$ cat config.mk
export PLATFORM = sky130hd
export DESIGN_NAME = sloc_lane_cfg
export DESIGN_NICKNAME = d
export VERILOG_FILES = /design/src/logic/sloc_pkg.sv /design/src/logic/sloc_lane_cfg.sv /design/src/logic/sloc_lane_xbar.sv /design/src/logic/sloc_wb_slave.sv
export SDC_FILE = /design/constraint.sdc
export NUM_CORES = 1
export LEC_CHECK = 0
export ABC_AREA = 0
export ABC_CLOCK_PERIOD_IN_PS = 2000
export BUFFER_PORTS_ARGS = -buffer_cell sky130_fd_sc_hd__buf_2
export CAP_MARGIN = 40
export CORE_UTILIZATION = 40
export DETAILED_ROUTE_END_ITERATION = 8
export PLACE_DENSITY_LB_ADDON = 0.1
export SYNTH_ARGS = -nofsm -noshare
export SYNTH_HDL_FRONTEND = slang
export SYNTH_SLANG_ARGS = --single-unit
export TNS_END_PERCENT = 1
$ cat constraint.sdc
create_clock -name CLOCK -period 2 [get_ports CLOCK]
set_input_delay 0.3 -clock CLOCK [delete_from_list [all_inputs] [get_ports CLOCK]]
set_output_delay 0.3 -clock CLOCK [all_outputs]
set_load 0.05 [all_outputs]
$ cat src/logic/sloc_pkg.sv
// sloc_pkg: constants and carrier types for the serial lane output
// configuration bank.
// assumes a 32-bit classic wishbone bus where each 8-bit register takes one
// aligned word, so the byte address is four times the register index.
package sloc_pkg;

    // lane count and field widths
    localparam int SLOC_LANES = 4;
    localparam int SLOC_REG_W = 8;
    localparam int SLOC_SEL_W = 3;
    localparam int SLOC_SWING_W = 3;
    localparam int SLOC_IDX_W = 14;

    // register indices; the byte address is the index shifted left by two
    localparam logic [13:0] SLOC_IDX_POWER_DOWN = 14'h05b0;
    localparam logic [13:0] SLOC_IDX_LANE0_ASSIGN = 14'h05b2;
    localparam logic [13:0] SLOC_IDX_LANE1_ASSIGN = 14'h05b3;
    localparam logic [13:0] SLOC_IDX_LANE2_ASSIGN = 14'h05b5;
    localparam logic [13:0] SLOC_IDX_LANE3_ASSIGN = 14'h05b6;
    localparam logic [13:0] SLOC_IDX_DATA_INVERT = 14'h05bf;
    localparam logic [13:0] SLOC_IDX_LANE0_SWING = 14'h05c0;
    localparam logic [13:0] SLOC_IDX_LANE1_SWING = 14'h05c1;
    localparam logic [13:0] SLOC_IDX_LANE2_SWING = 14'h05c2;
    localparam logic [13:0] SLOC_IDX_LANE3_SWING = 14'h05c3;

    // per-lane index tables, entry n belongs to physical lane n
    localparam logic [3:0][13:0] SLOC_IDX_ASSIGN = {
        SLOC_IDX_LANE3_ASSIGN, SLOC_IDX_LANE2_ASSIGN,
        SLOC_IDX_LANE1_ASSIGN, SLOC_IDX_LANE0_ASSIGN};
    localparam logic [3:0][13:0] SLOC_IDX_SWING = {
        SLOC_IDX_LANE3_SWING, SLOC_IDX_LANE2_SWING,
        SLOC_IDX_LANE1_SWING, SLOC_IDX_LANE0_SWING};

    // field positions: lane n sits at bit n*stride of the shared registers
    localparam int SLOC_PD_STRIDE = 2;
    localparam int SLOC_INV_STRIDE = 2;
    localparam int SLOC_SEL_LSB = 0;
    localparam int SLOC_SWING_LSB = 0;

    // reset values
    localparam logic [7:0] SLOC_POWER_DOWN_RST = 8'h00;
    localparam logic [7:0] SLOC_DATA_INVERT_RST = 8'h00;
    localparam logic [3:0][2:0] SLOC_ASSIGN_RST = {3'h3, 3'h2, 3'h0, 3'h0};
    localparam logic [2:0] SLOC_SWING_RST = 3'h1;

    // swing level codes; codes above the last are undefined
    typedef enum logic [2:0] {
        SLOC_SWING_FULL = 3'h0,
        SLOC_SWING_0P850 = 3'h1,
        SLOC_SWING_0P750 = 3'h2
    } sloc_swing_type;

    // one bus request as seen by the slave
    typedef struct packed {
        logic cyc;
        logic stb;
        logic we;
        logic [13:0] idx;
        logic [3:0] sel;
        logic [31:0] dat;
    } sloc_wb_req_type;

    // settings that steer one physical lane
    typedef struct packed {
        logic power_down;
        logic invert;
        logic [2:0] assign_code;
    } sloc_lane_cfg_type;

endpackage : sloc_pkg

$ cat src/logic/sloc_lane_cfg.sv
// sloc_lane_cfg: serial lane output configuration bank with its lane
// crossbar, polarity and power-down datapath.
// assumes a classic wishbone master on CLOCK and logical lane bits from
// logic on the same clock.
`timescale 1ns/1ps
module sloc_lane_cfg
    import sloc_pkg::*;
(
    input wire logic CLOCK,
    input wire logic RST,
    input wire logic WB_CYC_I,
    input wire logic WB_STB_I,
    input wire logic WB_WE_I,
    input wire logic [15:0] WB_ADR_I,
    input wire logic [3:0] WB_SEL_I,
    input wire logic [31:0] WB_DAT_I,
    output logic WB_ACK_O,
    output logic [31:0] WB_DAT_O,
    input wire logic [3:0] LOGICAL_LANE_DATA,
    output logic [3:0] SERIAL_LANE_OUTPUT,
    output logic [3:0] LANE_POWER_DOWN,
    output logic [11:0] LANE_SWING_CODE
);

    // bus request bundle and write path
    sloc_wb_req_type wb_req;
    wire logic wr_stb;
    wire logic [7:0] wr_byte;
    logic [7:0] rd_value;

    // stored configuration
    logic [3:0] power_down_reg;
    logic [3:0] power_down_next;
    logic [7:0] data_invert_reg;
    logic [7:0] data_invert_next;
    logic [3:0][2:0] assign_reg;
    logic [3:0][2:0] assign_next;
    logic [3:0][2:0] swing_reg;
    logic [3:0][2:0] swing_next;

    // decode hits
    wire logic hit_power_down;
    wire logic hit_data_invert;
    wire logic [3:0] hit_assign;
    wire logic [3:0] hit_swing;
    wire logic hit_any;

    // per-lane views of the shared registers
    wire logic [3:0] lane_invert;
    sloc_lane_cfg_type [3:0] lane_cfg;
    wire logic [3:0] lane_bits;

    // read values of the power-down, assignment and swing registers with reserved bits forced low
    wire logic [7:0] rd_power_down;
    wire logic [3:0][7:0] rd_assign;
    wire logic [3:0][7:0] rd_swing;
    logic [7:0] rd_assign_any;
    logic [7:0] rd_swing_any;

    // gather bus pins; the two low address bits pick a byte inside the word
    // and play no part in the decode
    assign wb_req.cyc = WB_CYC_I;
    assign wb_req.stb = WB_STB_I;
    assign wb_req.we = WB_WE_I;
    assign wb_req.idx = WB_ADR_I[15:2];
    assign wb_req.sel = WB_SEL_I;
    assign wb_req.dat = WB_DAT_I;
    assign wr_byte = WB_DAT_I[7:0];

    // register decode on the word index
    assign hit_power_down = (wb_req.idx == SLOC_IDX_POWER_DOWN);
    assign hit_data_invert = (wb_req.idx == SLOC_IDX_DATA_INVERT);
    assign hit_any = hit_power_down | hit_data_invert
                   | (|hit_assign) | (|hit_swing);

    // per-lane decode, field views and read values
    genvar n;
    generate
        for (n = 0; n < SLOC_LANES; n = n + 1) begin : g_lane
            assign hit_assign[n] = (wb_req.idx == SLOC_IDX_ASSIGN[n]);
            assign hit_swing[n] = (wb_req.idx == SLOC_IDX_SWING[n]);
            // each lane reads its own bit of the shared registers
            assign lane_invert[n] = data_invert_reg[n * SLOC_INV_STRIDE];
            // even bit per lane, odd bits stay zero
            assign rd_power_down[n * SLOC_PD_STRIDE] = power_down_reg[n];
            assign rd_power_down[n * SLOC_PD_STRIDE + 1] = 1'b0;
            // upper five bits of the assignment word read zero
            assign rd_assign[n] = {5'h00, assign_reg[n]};
            assign rd_swing[n] = {5'h00, swing_reg[n]};
            // bundle the lane settings for its crossbar slice
            assign lane_cfg[n].power_down = power_down_reg[n];
            assign lane_cfg[n].invert = lane_invert[n];
            assign lane_cfg[n].assign_code = assign_reg[n];
        end
    endgenerate

    // pick the one assignment or swing word that was hit; hits are exclusive
    always_comb begin
        rd_assign_any = 8'h00;
        rd_swing_any = 8'h00;
        for (int i = 0; i < SLOC_LANES; i++) begin
            if (hit_assign[i]) begin
                rd_assign_any = rd_assign[i];
            end
            if (hit_swing[i]) begin
                rd_swing_any = rd_swing[i];
            end
        end
    end

    // read multiplexer; unmapped words answer with zero
    always_comb begin
        if (hit_power_down) begin
            rd_value = rd_power_down;
        end else if (hit_data_invert) begin
            rd_value = data_invert_reg;
        end else if (|hit_assign) begin
            rd_value = rd_assign_any;
        end else if (hit_any) begin
            rd_value = rd_swing_any; // only a swing word is left
        end else begin
            rd_value = 8'h00;
        end
    end

    // next value of the power-down bits, taken from the even bits of the
    // written byte; odd bits of the byte are dropped
    always_comb begin
        power_down_next = power_down_reg;
        if (wr_stb && hit_power_down) begin
            for (int i = 0; i < SLOC_LANES; i++) begin
                power_down_next[i] = wr_byte[i * SLOC_PD_STRIDE];
            end
        end
    end

    // the invert word keeps all eight bits, reserved ones included, since
    // they read back what was written
    always_comb begin
        data_invert_next = data_invert_reg;
        if (wr_stb && hit_data_invert) begin
            data_invert_next = wr_byte;
        end
    end

    // assignment and swing fields take the low three bits of the write;
    // swing codes above two are stored as written, the analog side treats
    // them as undefined so software must keep away from them
    always_comb begin
        assign_next = assign_reg;
        swing_next = swing_reg;
        for (int i = 0; i < SLOC_LANES; i++) begin
            if (wr_stb && hit_assign[i]) begin
                assign_next[i] = wr_byte[SLOC_SEL_LSB +: SLOC_SEL_W];
            end
            if (wr_stb && hit_swing[i]) begin
                swing_next[i] = wr_byte[SLOC_SWING_LSB +: SLOC_SWING_W];
            end
        end
    end

    // power-down and invert registers; all lanes powered after reset
    always_ff @(posedge CLOCK or posedge RST) begin
        if (RST) begin
            // lane bits sit on the even positions of the reset byte
            power_down_reg <= {SLOC_POWER_DOWN_RST[6], SLOC_POWER_DOWN_RST[4],
                SLOC_POWER_DOWN_RST[2], SLOC_POWER_DOWN_RST[0]};
            data_invert_reg <= SLOC_DATA_INVERT_RST;
        end else begin
            power_down_reg <= power_down_next;
            data_invert_reg <= data_invert_next;
        end
    end

    // assignment registers come up as the 0, 0, 2, 3 map
    always_ff @(posedge CLOCK or posedge RST) begin
        if (RST) begin
            assign_reg <= SLOC_ASSIGN_RST;
        end else begin
            assign_reg <= assign_next;
        end
    end

    // swing registers start on the reduced level to keep edge rates down
    always_ff @(posedge CLOCK or posedge RST) begin
        if (RST) begin
            for (int i = 0; i < SLOC_LANES; i++) begin
                swing_reg[i] <= SLOC_SWING_RST;
            end
        end else begin
            swing_reg <= swing_next;
        end
    end

    // the config ports are the register flops themselves
    assign LANE_POWER_DOWN = power_down_reg;
    assign LANE_SWING_CODE = swing_reg;

    // bus front end: ack one cycle after the request, write on the ack edge
    sloc_wb_slave u_wb (
        .clk(CLOCK),
        .rst(RST),
        .req(wb_req),
        .rd_value(rd_value),
        .wr_stb(wr_stb),
        .ack(WB_ACK_O),
        .dat_out(WB_DAT_O)
    );

    // one crossbar slice per physical lane
    generate
        for (n = 0; n < SLOC_LANES; n = n + 1) begin : g_xbar
            sloc_lane_xbar u_xbar (
                .clk(CLOCK),
                .rst(RST),
                .cfg(lane_cfg[n]),
                .logical_bits(LOGICAL_LANE_DATA),
                .phys_bit(lane_bits[n])
            );
        end
    endgenerate

    assign SERIAL_LANE_OUTPUT = lane_bits;

    // unmapped words are still acknowledged so a stray access cannot hang
    // the bus; they read zero through the last branch of the read mux

endmodule : sloc_lane_cfg

$ cat src/logic/sloc_lane_xbar.sv
// sloc_lane_xbar: one physical lane of the output crossbar.
// assumes logical lane bits arrive on the same clock, one bit per cycle.
`timescale 1ns/1ps
module sloc_lane_xbar
    import sloc_pkg::*;
(
    input wire logic clk,
    input wire logic rst,
    input wire sloc_lane_cfg_type cfg,
    input wire logic [3:0] logical_bits,
    output logic phys_bit
);
    logic out_reg;
    wire logic picked;
    wire logic code_ok;
    wire logic out_next;

    // codes 4..7 pick no logical lane, the lane then sends its invert bit
    assign code_ok = (cfg.assign_code[2] == 1'b0);
    assign picked = code_ok & logical_bits[cfg.assign_code[1:0]];
    // a forced-off lane sends a steady low instead of inverted idle
    assign out_next = cfg.power_down ? 1'b0 : (picked ^ cfg.invert);

    // registered so the lane output comes from a flop
    always_ff @(posedge clk or posedge rst) begin
        if (rst) begin
            out_reg <= 1'b0;
        end else begin
            out_reg <= out_next;
        end
    end

    assign phys_bit = out_reg;

endmodule : sloc_lane_xbar

$ cat src/logic/sloc_wb_slave.sv
// sloc_wb_slave: classic wishbone slave front end for the register bank.
// assumes a master that holds its request until it samples ack; the owner
// supplies combinational read data for the addressed register.
`timescale 1ns/1ps
module sloc_wb_slave
    import sloc_pkg::*;
(
    input wire logic clk,
    input wire logic rst,
    input wire sloc_wb_req_type req,
    input wire logic [7:0] rd_value,
    output logic wr_stb,
    output logic ack,
    output logic [31:0] dat_out
);
    logic ack_reg;
    logic ack_next;
    logic [31:0] dat_reg;
    logic [31:0] dat_next;
    wire logic req_live;

    // a request is live while cyc and stb are both high
    assign req_live = req.cyc & req.stb;
    // ack rises one cycle after the request and drops right after
    assign ack_next = req_live & ~ack_reg;
    // narrow data in the low byte, upper bits read as zero
    assign dat_next = ack_next ? {24'h000000, rd_value} : 32'h00000000;
    // write lands on the edge where the master sees ack, only lane 0 bytes
    assign wr_stb = req_live & req.we & ack_reg & req.sel[0];
    assign ack = ack_reg;
    assign dat_out = dat_reg;

    // answer registers
    always_ff @(posedge clk or posedge rst) begin
        if (rst) begin
            ack_reg <= 1'b0;
            dat_reg <= 32'h00000000;
        end else begin
            ack_reg <= ack_next;
            dat_reg <= dat_next;
        end
    end

endmodule : sloc_wb_slave

# Word level (Yosys, flattened, before mapping)
# Index checks and enable logic that the tools add are counted.
[totals]
ff_bits = 73
inputBits = 61
out_inout_bits = 53
elab_cells = 88
[classes]
order_cmp = 4
eq_ne = 10
muxes = 25
n_bitwise = 21
n_reduce_logical = 12
[ops]
columns = ["cell", "n"]
rows = [
  ["14-bit by 11-bit equality test with 1-bit output (second input constant)", 10],
  ["8-bit 2-to-1 mux", 11],
  ["2-bit by 3-bit less-than comparator with 1-bit output (second input constant)", 4],
  ["1-bit logical AND", 10],
  ["1-bit bitwise AND", 9],
  ["1-bit binary-select mux with 2-bit select", 4],
  ["1-bit 2-to-1 mux", 8],
  ["4-bit OR reduction", 2],
  ["3-bit 2-to-1 mux", 2],
  ["1-bit inverter", 5],
  ["1-bit bitwise XOR", 4],
  ["1-bit bitwise OR", 3],
]

# Depth between registers and ports, before layout
[logic_depth]
word_depth = 10
depth_mapped = 7
mapped_depth_nobuf = 5

# Cells and area by module
# Synthesis repeated with hierarchy kept, for this count alone.
[hier_totals]
cells_unflattened = 234
hier_area_um2 = 2807.7
[modules_own_cells]
columns = ["mod", "n_inst", "cells_each", "area_each_um2", "seq_area_each_um2"]
rows = [
  ["sloc_lane_cfg", 1, 154, 1971.9, 909.6],
  ["sloc_wb_slave", 1, 48, 515.5, 225.2],
  ["sloc_lane_xbar", 4, 8, 80.1, 25.0],
]

# Worst setup path after synthesis
# OpenSTA, ideal clock, no wires.
[synth_timing]
kind = "reg-to-reg"
from = "register u_wb.ack_reg, in the netlist u_wb.ack"
to = "register data_invert_reg[1]"
setup_time_ps = 125
arrival_time_ps = 1734
path_slack_ps = 141
path_stages_with_launch = 6
synth_period_minus_slack_ps = 1859
cell_sequence = "dfrtp_1 nand3_1 nor2_1 nand4_1 nor2_2 mux2_2"
[synth_via]
elab_chain_len = 3
[synth_lines]
columns = ["item", "line", "text"]
rows = [
  ["start, declared", "sloc_wb_slave.sv:16", "logic ack_reg;"],
  ["start signal, assigned", "sloc_wb_slave.sv:39", "ack_reg <= ack_next;"],
  ["1-bit bitwise AND (2 in series)", "sloc_wb_slave.sv:29", "assign wr_stb = req_live & req.we & ack_reg & req.sel[0];"],
  ["1-bit logical AND", "sloc_lane_cfg.sv:141", "if (wr_stb && hit_data_invert) begin"],
  ["end signal, assigned", "sloc_lane_cfg.sv:171", "data_invert_reg <= data_invert_next;"],
  ["end, declared", "sloc_lane_cfg.sv:34", "logic [7:0] data_invert_reg;"],
]
# Every way passes these cells.
# A chain may end at the register's enable or synchronous reset.

# Worst setup path after layout
[layout_timing]
from = "register u_wb.ack_reg, in the netlist u_wb.ack"
to = "register assign_reg[8] (netlist name)"
[layout_via]
elab_chain_len = 3
[layout_lines]
columns = ["item", "line", "text"]
rows = [
  ["1-bit bitwise AND (2 in series)", "sloc_wb_slave.sv:29", ""],
  ["1-bit logical AND", "sloc_lane_cfg.sv:153", "if (wr_stb && hit_assign[i]) begin"],
  ["end signal, assigned", "sloc_lane_cfg.sv:180", "assign_reg <= assign_next;"],
  ["end, declared", "sloc_lane_cfg.sv:36", "logic [3:0][2:0] assign_reg;"],
]
# Every way passes these cells.

==> results.cfg <==
[timing]
setup_violations = 0
setup_tns_ns = 0
finalWorstSetupSlack_ns = 0.211
worst_slew_pin_slew_ns = 0.601
drv_slew = 0
hold_violations = 0
skew_ns = 0.00653
slew_headroom_pct = 59.9
period_share_pct = 89.5
final.min_clock_period_ns = 1.79
fmax_ghz = 0.559
hold_slack_ns = 0.136
rsz0062_at_grt = no

[floorplanning]
start_util_pct = 41.9
die_area_um2 = 7100
dieWidth_um = 84.3
core_um2 = 6460
io_pins = 114
die_y_um = 84.3
rows = 29

[power_and_ir_drop]
p_switching_uw = 587
p_int_mw = 1.32
pwr-share-seq_pct = 52.2
p_leak_nw = 1.56
combPwrFrac_pct = 15.1
power_mw = 1.91
pwr_density_cell_nw_per_um2 = 605
pwr-share-clk_pct = 32.7
switching_share_pct = 30.7
vdd_drop_max_uv = 313

[detailed_routing]
num_vias = 1959
avgViaCountPerCell = 5.13
totalWireLength_mm = 5.95
drt-initial-drc-count = 106
drc = 16
ant_nets = 0
first_pass_iters = 6
wl_per_cell_um = 15.6

[logic_synthesis]
synth_enable_flop_cells = 0
yosys.area.top_type = dfrtp_1
ys_ff_latch = 49
async_reset_ff_share_pct = 100
synthCells = 233
synth.yosys.seq_area_share_pct = 45.6
synth-main-ff-cell = dfrtp_1
postSynthAreaPerCell_um2 = 11.6
synth_cell_types = 47
synth_top_cell_area_share_pct = 38.8
synth_area_um2 = 2710
yosysWarnings = 0
yosys-top-cells-area = dfrtp_1 (39%), mux2_2 (15%), buf_4 (7.8%)

[placed_design]
gp_congestion = 0.822
dpl_cell_area_um2 = 3070
portBuffers = 60
dpl.hpwl_mm = 4.46
place_ws_ns = 0.121

[worst_setup_path]
critPathTopFamily = simple AND/OR/NAND/NOR gates
crit_required_ns = 2.20
crit_type = register to register
crit_slowest_cell = nor2b_1
r2r-start = u_wb.ack$_DFF_PP0_
start_kind = register
worstPathArrival_ns = 1.99
worst-path-buf-inv = 0
crit_chain = nand3_1 > nor2_1 > nand4_1 > nor2b_1 > mux2_2
r2r_setup_slack_ns = 0.21
reg2regPathDepth = 5
crit_path_max_fanout = 4
cp_slowest_stage_delay_ns = 0.40
cp-end-kind = register
rr_endpoint = assign_reg[8]$_DFFE_PP0P_

[clock_network]
post_cts_resized = 0
holdBufCountCts = 0
cts_tree = yes
htree_levels = 2
root_buffer = clkbuf_8
clkSinkCount = 49
clk_latency_ns = 0.31
post_cts.repair.setup_buffers = 0
cts_made_buffers = 5
clk_pin_slew_ns = 0.10
clockBufferDepth = 2

[outcome]
status = complete, but fails checks
violations = DRC

[grt]
grt_pass1_wl_mm = 9.38
grt_pass1_vias = 1835
gr-total-overflow = 0
grt_use_met2_pct = 26.0
grt_usage_pct = 17.3
grt_use_met1_pct = 24.9
use_met3_pct = 3.74
busiest_layer = met2
grt_max_degree = 50
antenna_found_initial = 0

[hold_path]
min_path_type = primary input to asynchronous set/reset pin

[finish]
area_growth_pct = 16.7
fin_nets = 365
design_area_um2 = 3160
multi_input_area_um2 = 1290
final_cell_mix = buf_2 (60), dfrtp_1 (42), mux2_2 (37), conb_1 (24)
nFillCells = 600
regArea_um2 = 1230
final_common_cell = buf_2
diodes = 0
drive_gt1_share_pct = 48.2

[job]
cap_violations = 0
stage by stage:
stage	std cells	utilization (%)
floorplan	256	-
global placement	374	47.5
detailed placement	374	47.5
CTS	382	48.9
global route	382	48.9
finish	382	48.9
layer usage:
layer	up-vias	wire (µm)
met5	-	0
met4	0	72
met3	6	285
met2	73	2670
met1	955	2920
li1	925	-
synth_stat cells, types with 2 or more instances:
| master | count |
|---|---|
| a21o_1 | 2 |
| a21oi_1 | 4 |
| a22oi_1 | 2 |
| a32oi_1 | 2 |
| and2_1 | 3 |
| buf_1 | 2 |
| buf_2 | 5 |
| buf_4 | 28 |
| dfrtp_1 | 42 |
| dfstp_2 | 7 |
| inv_1 | 3 |
| mux2_2 | 37 |
| mux4_2 | 7 |
| nand2_1 | 9 |
| nand2b_1 | 4 |
| nand3_1 | 5 |
| nand4_1 | 3 |
| nand4b_1 | 3 |
| nor2_1 | 17 |
| nor2b_1 | 7 |
| nor3_1 | 2 |
| nor4_1 | 3 |
| o21ai_0 | 5 |
| o22ai_1 | 3 |
| or2_2 | 2 |
| xnor2_1 | 4 |
| xor2_1 | 2 |
worst reg2reg max path, cell delays in order (launching register included):
cell and delay [ns]:
dfrtp_1 0.37, nand3_1 0.08, nor2_1 0.19, nand4_1 0.27, nor2b_1 0.40, mux2_2 0.38
cells by family (layout without fill, tap and decap cells):
family                 after synthesis  count (layout)  synth area share [%]
flip-flops                          49              49                  45.6
buffers and inverters               39              88                  9.79
XOR/XNOR                             6               6                  1.94
AO/OA/AOI/OAI                       24              24                  6.10
other                                1              24                 0.138
AND/OR/NAND/NOR                     70              70                  15.2
multiplexers                        44              44                  21.2
power groups by stage:
stage	Combinational [mW]	Clock, mW	Sequential (mW)
floorplan	0.249	0	1.02
CTS	0.290	0.645	0.997
global route	0.311	0.680	0.998
finish	0.289	0.625	0.997
detailed placement	0.289	0	1.02
global placement	0.289	0	1.02
final cells by class:
cell class / instances / area share (%)
inverters: 3 / 0.356
well taps: 77 / 3.05
multi-input cells: 168 / 41.0
flip-flops and latches: 49 / 39.1
clock buffers: 5 / 2.18
repair buffers: 77 / 13.5
clock inverters: 3 / 0.831
worst max path at each step:
stage,from,end,slack (ns),cells past startpoint
after floorplan,u_wb.ack$_DFF_PP0_,data_invert_reg[1]$_DFFE_PP0P_,0.14,5
after global placement,WB_ADR_I[13],assign_reg[6]$_DFFE_PP0P_,0.08,5
after detailed placement,WB_ADR_I[13],assign_reg[6]$_DFFE_PP0P_,0.12,5
after CTS,u_wb.ack$_DFF_PP0_,assign_reg[8]$_DFFE_PP0P_,0.22,5
after global routing,u_wb.ack$_DFF_PP0_,assign_reg[8]$_DFFE_PP0P_,0.07,5
final,u_wb.ack$_DFF_PP0_,assign_reg[8]$_DFFE_PP0P_,0.21,5
(Power assumes the default switching activity.)
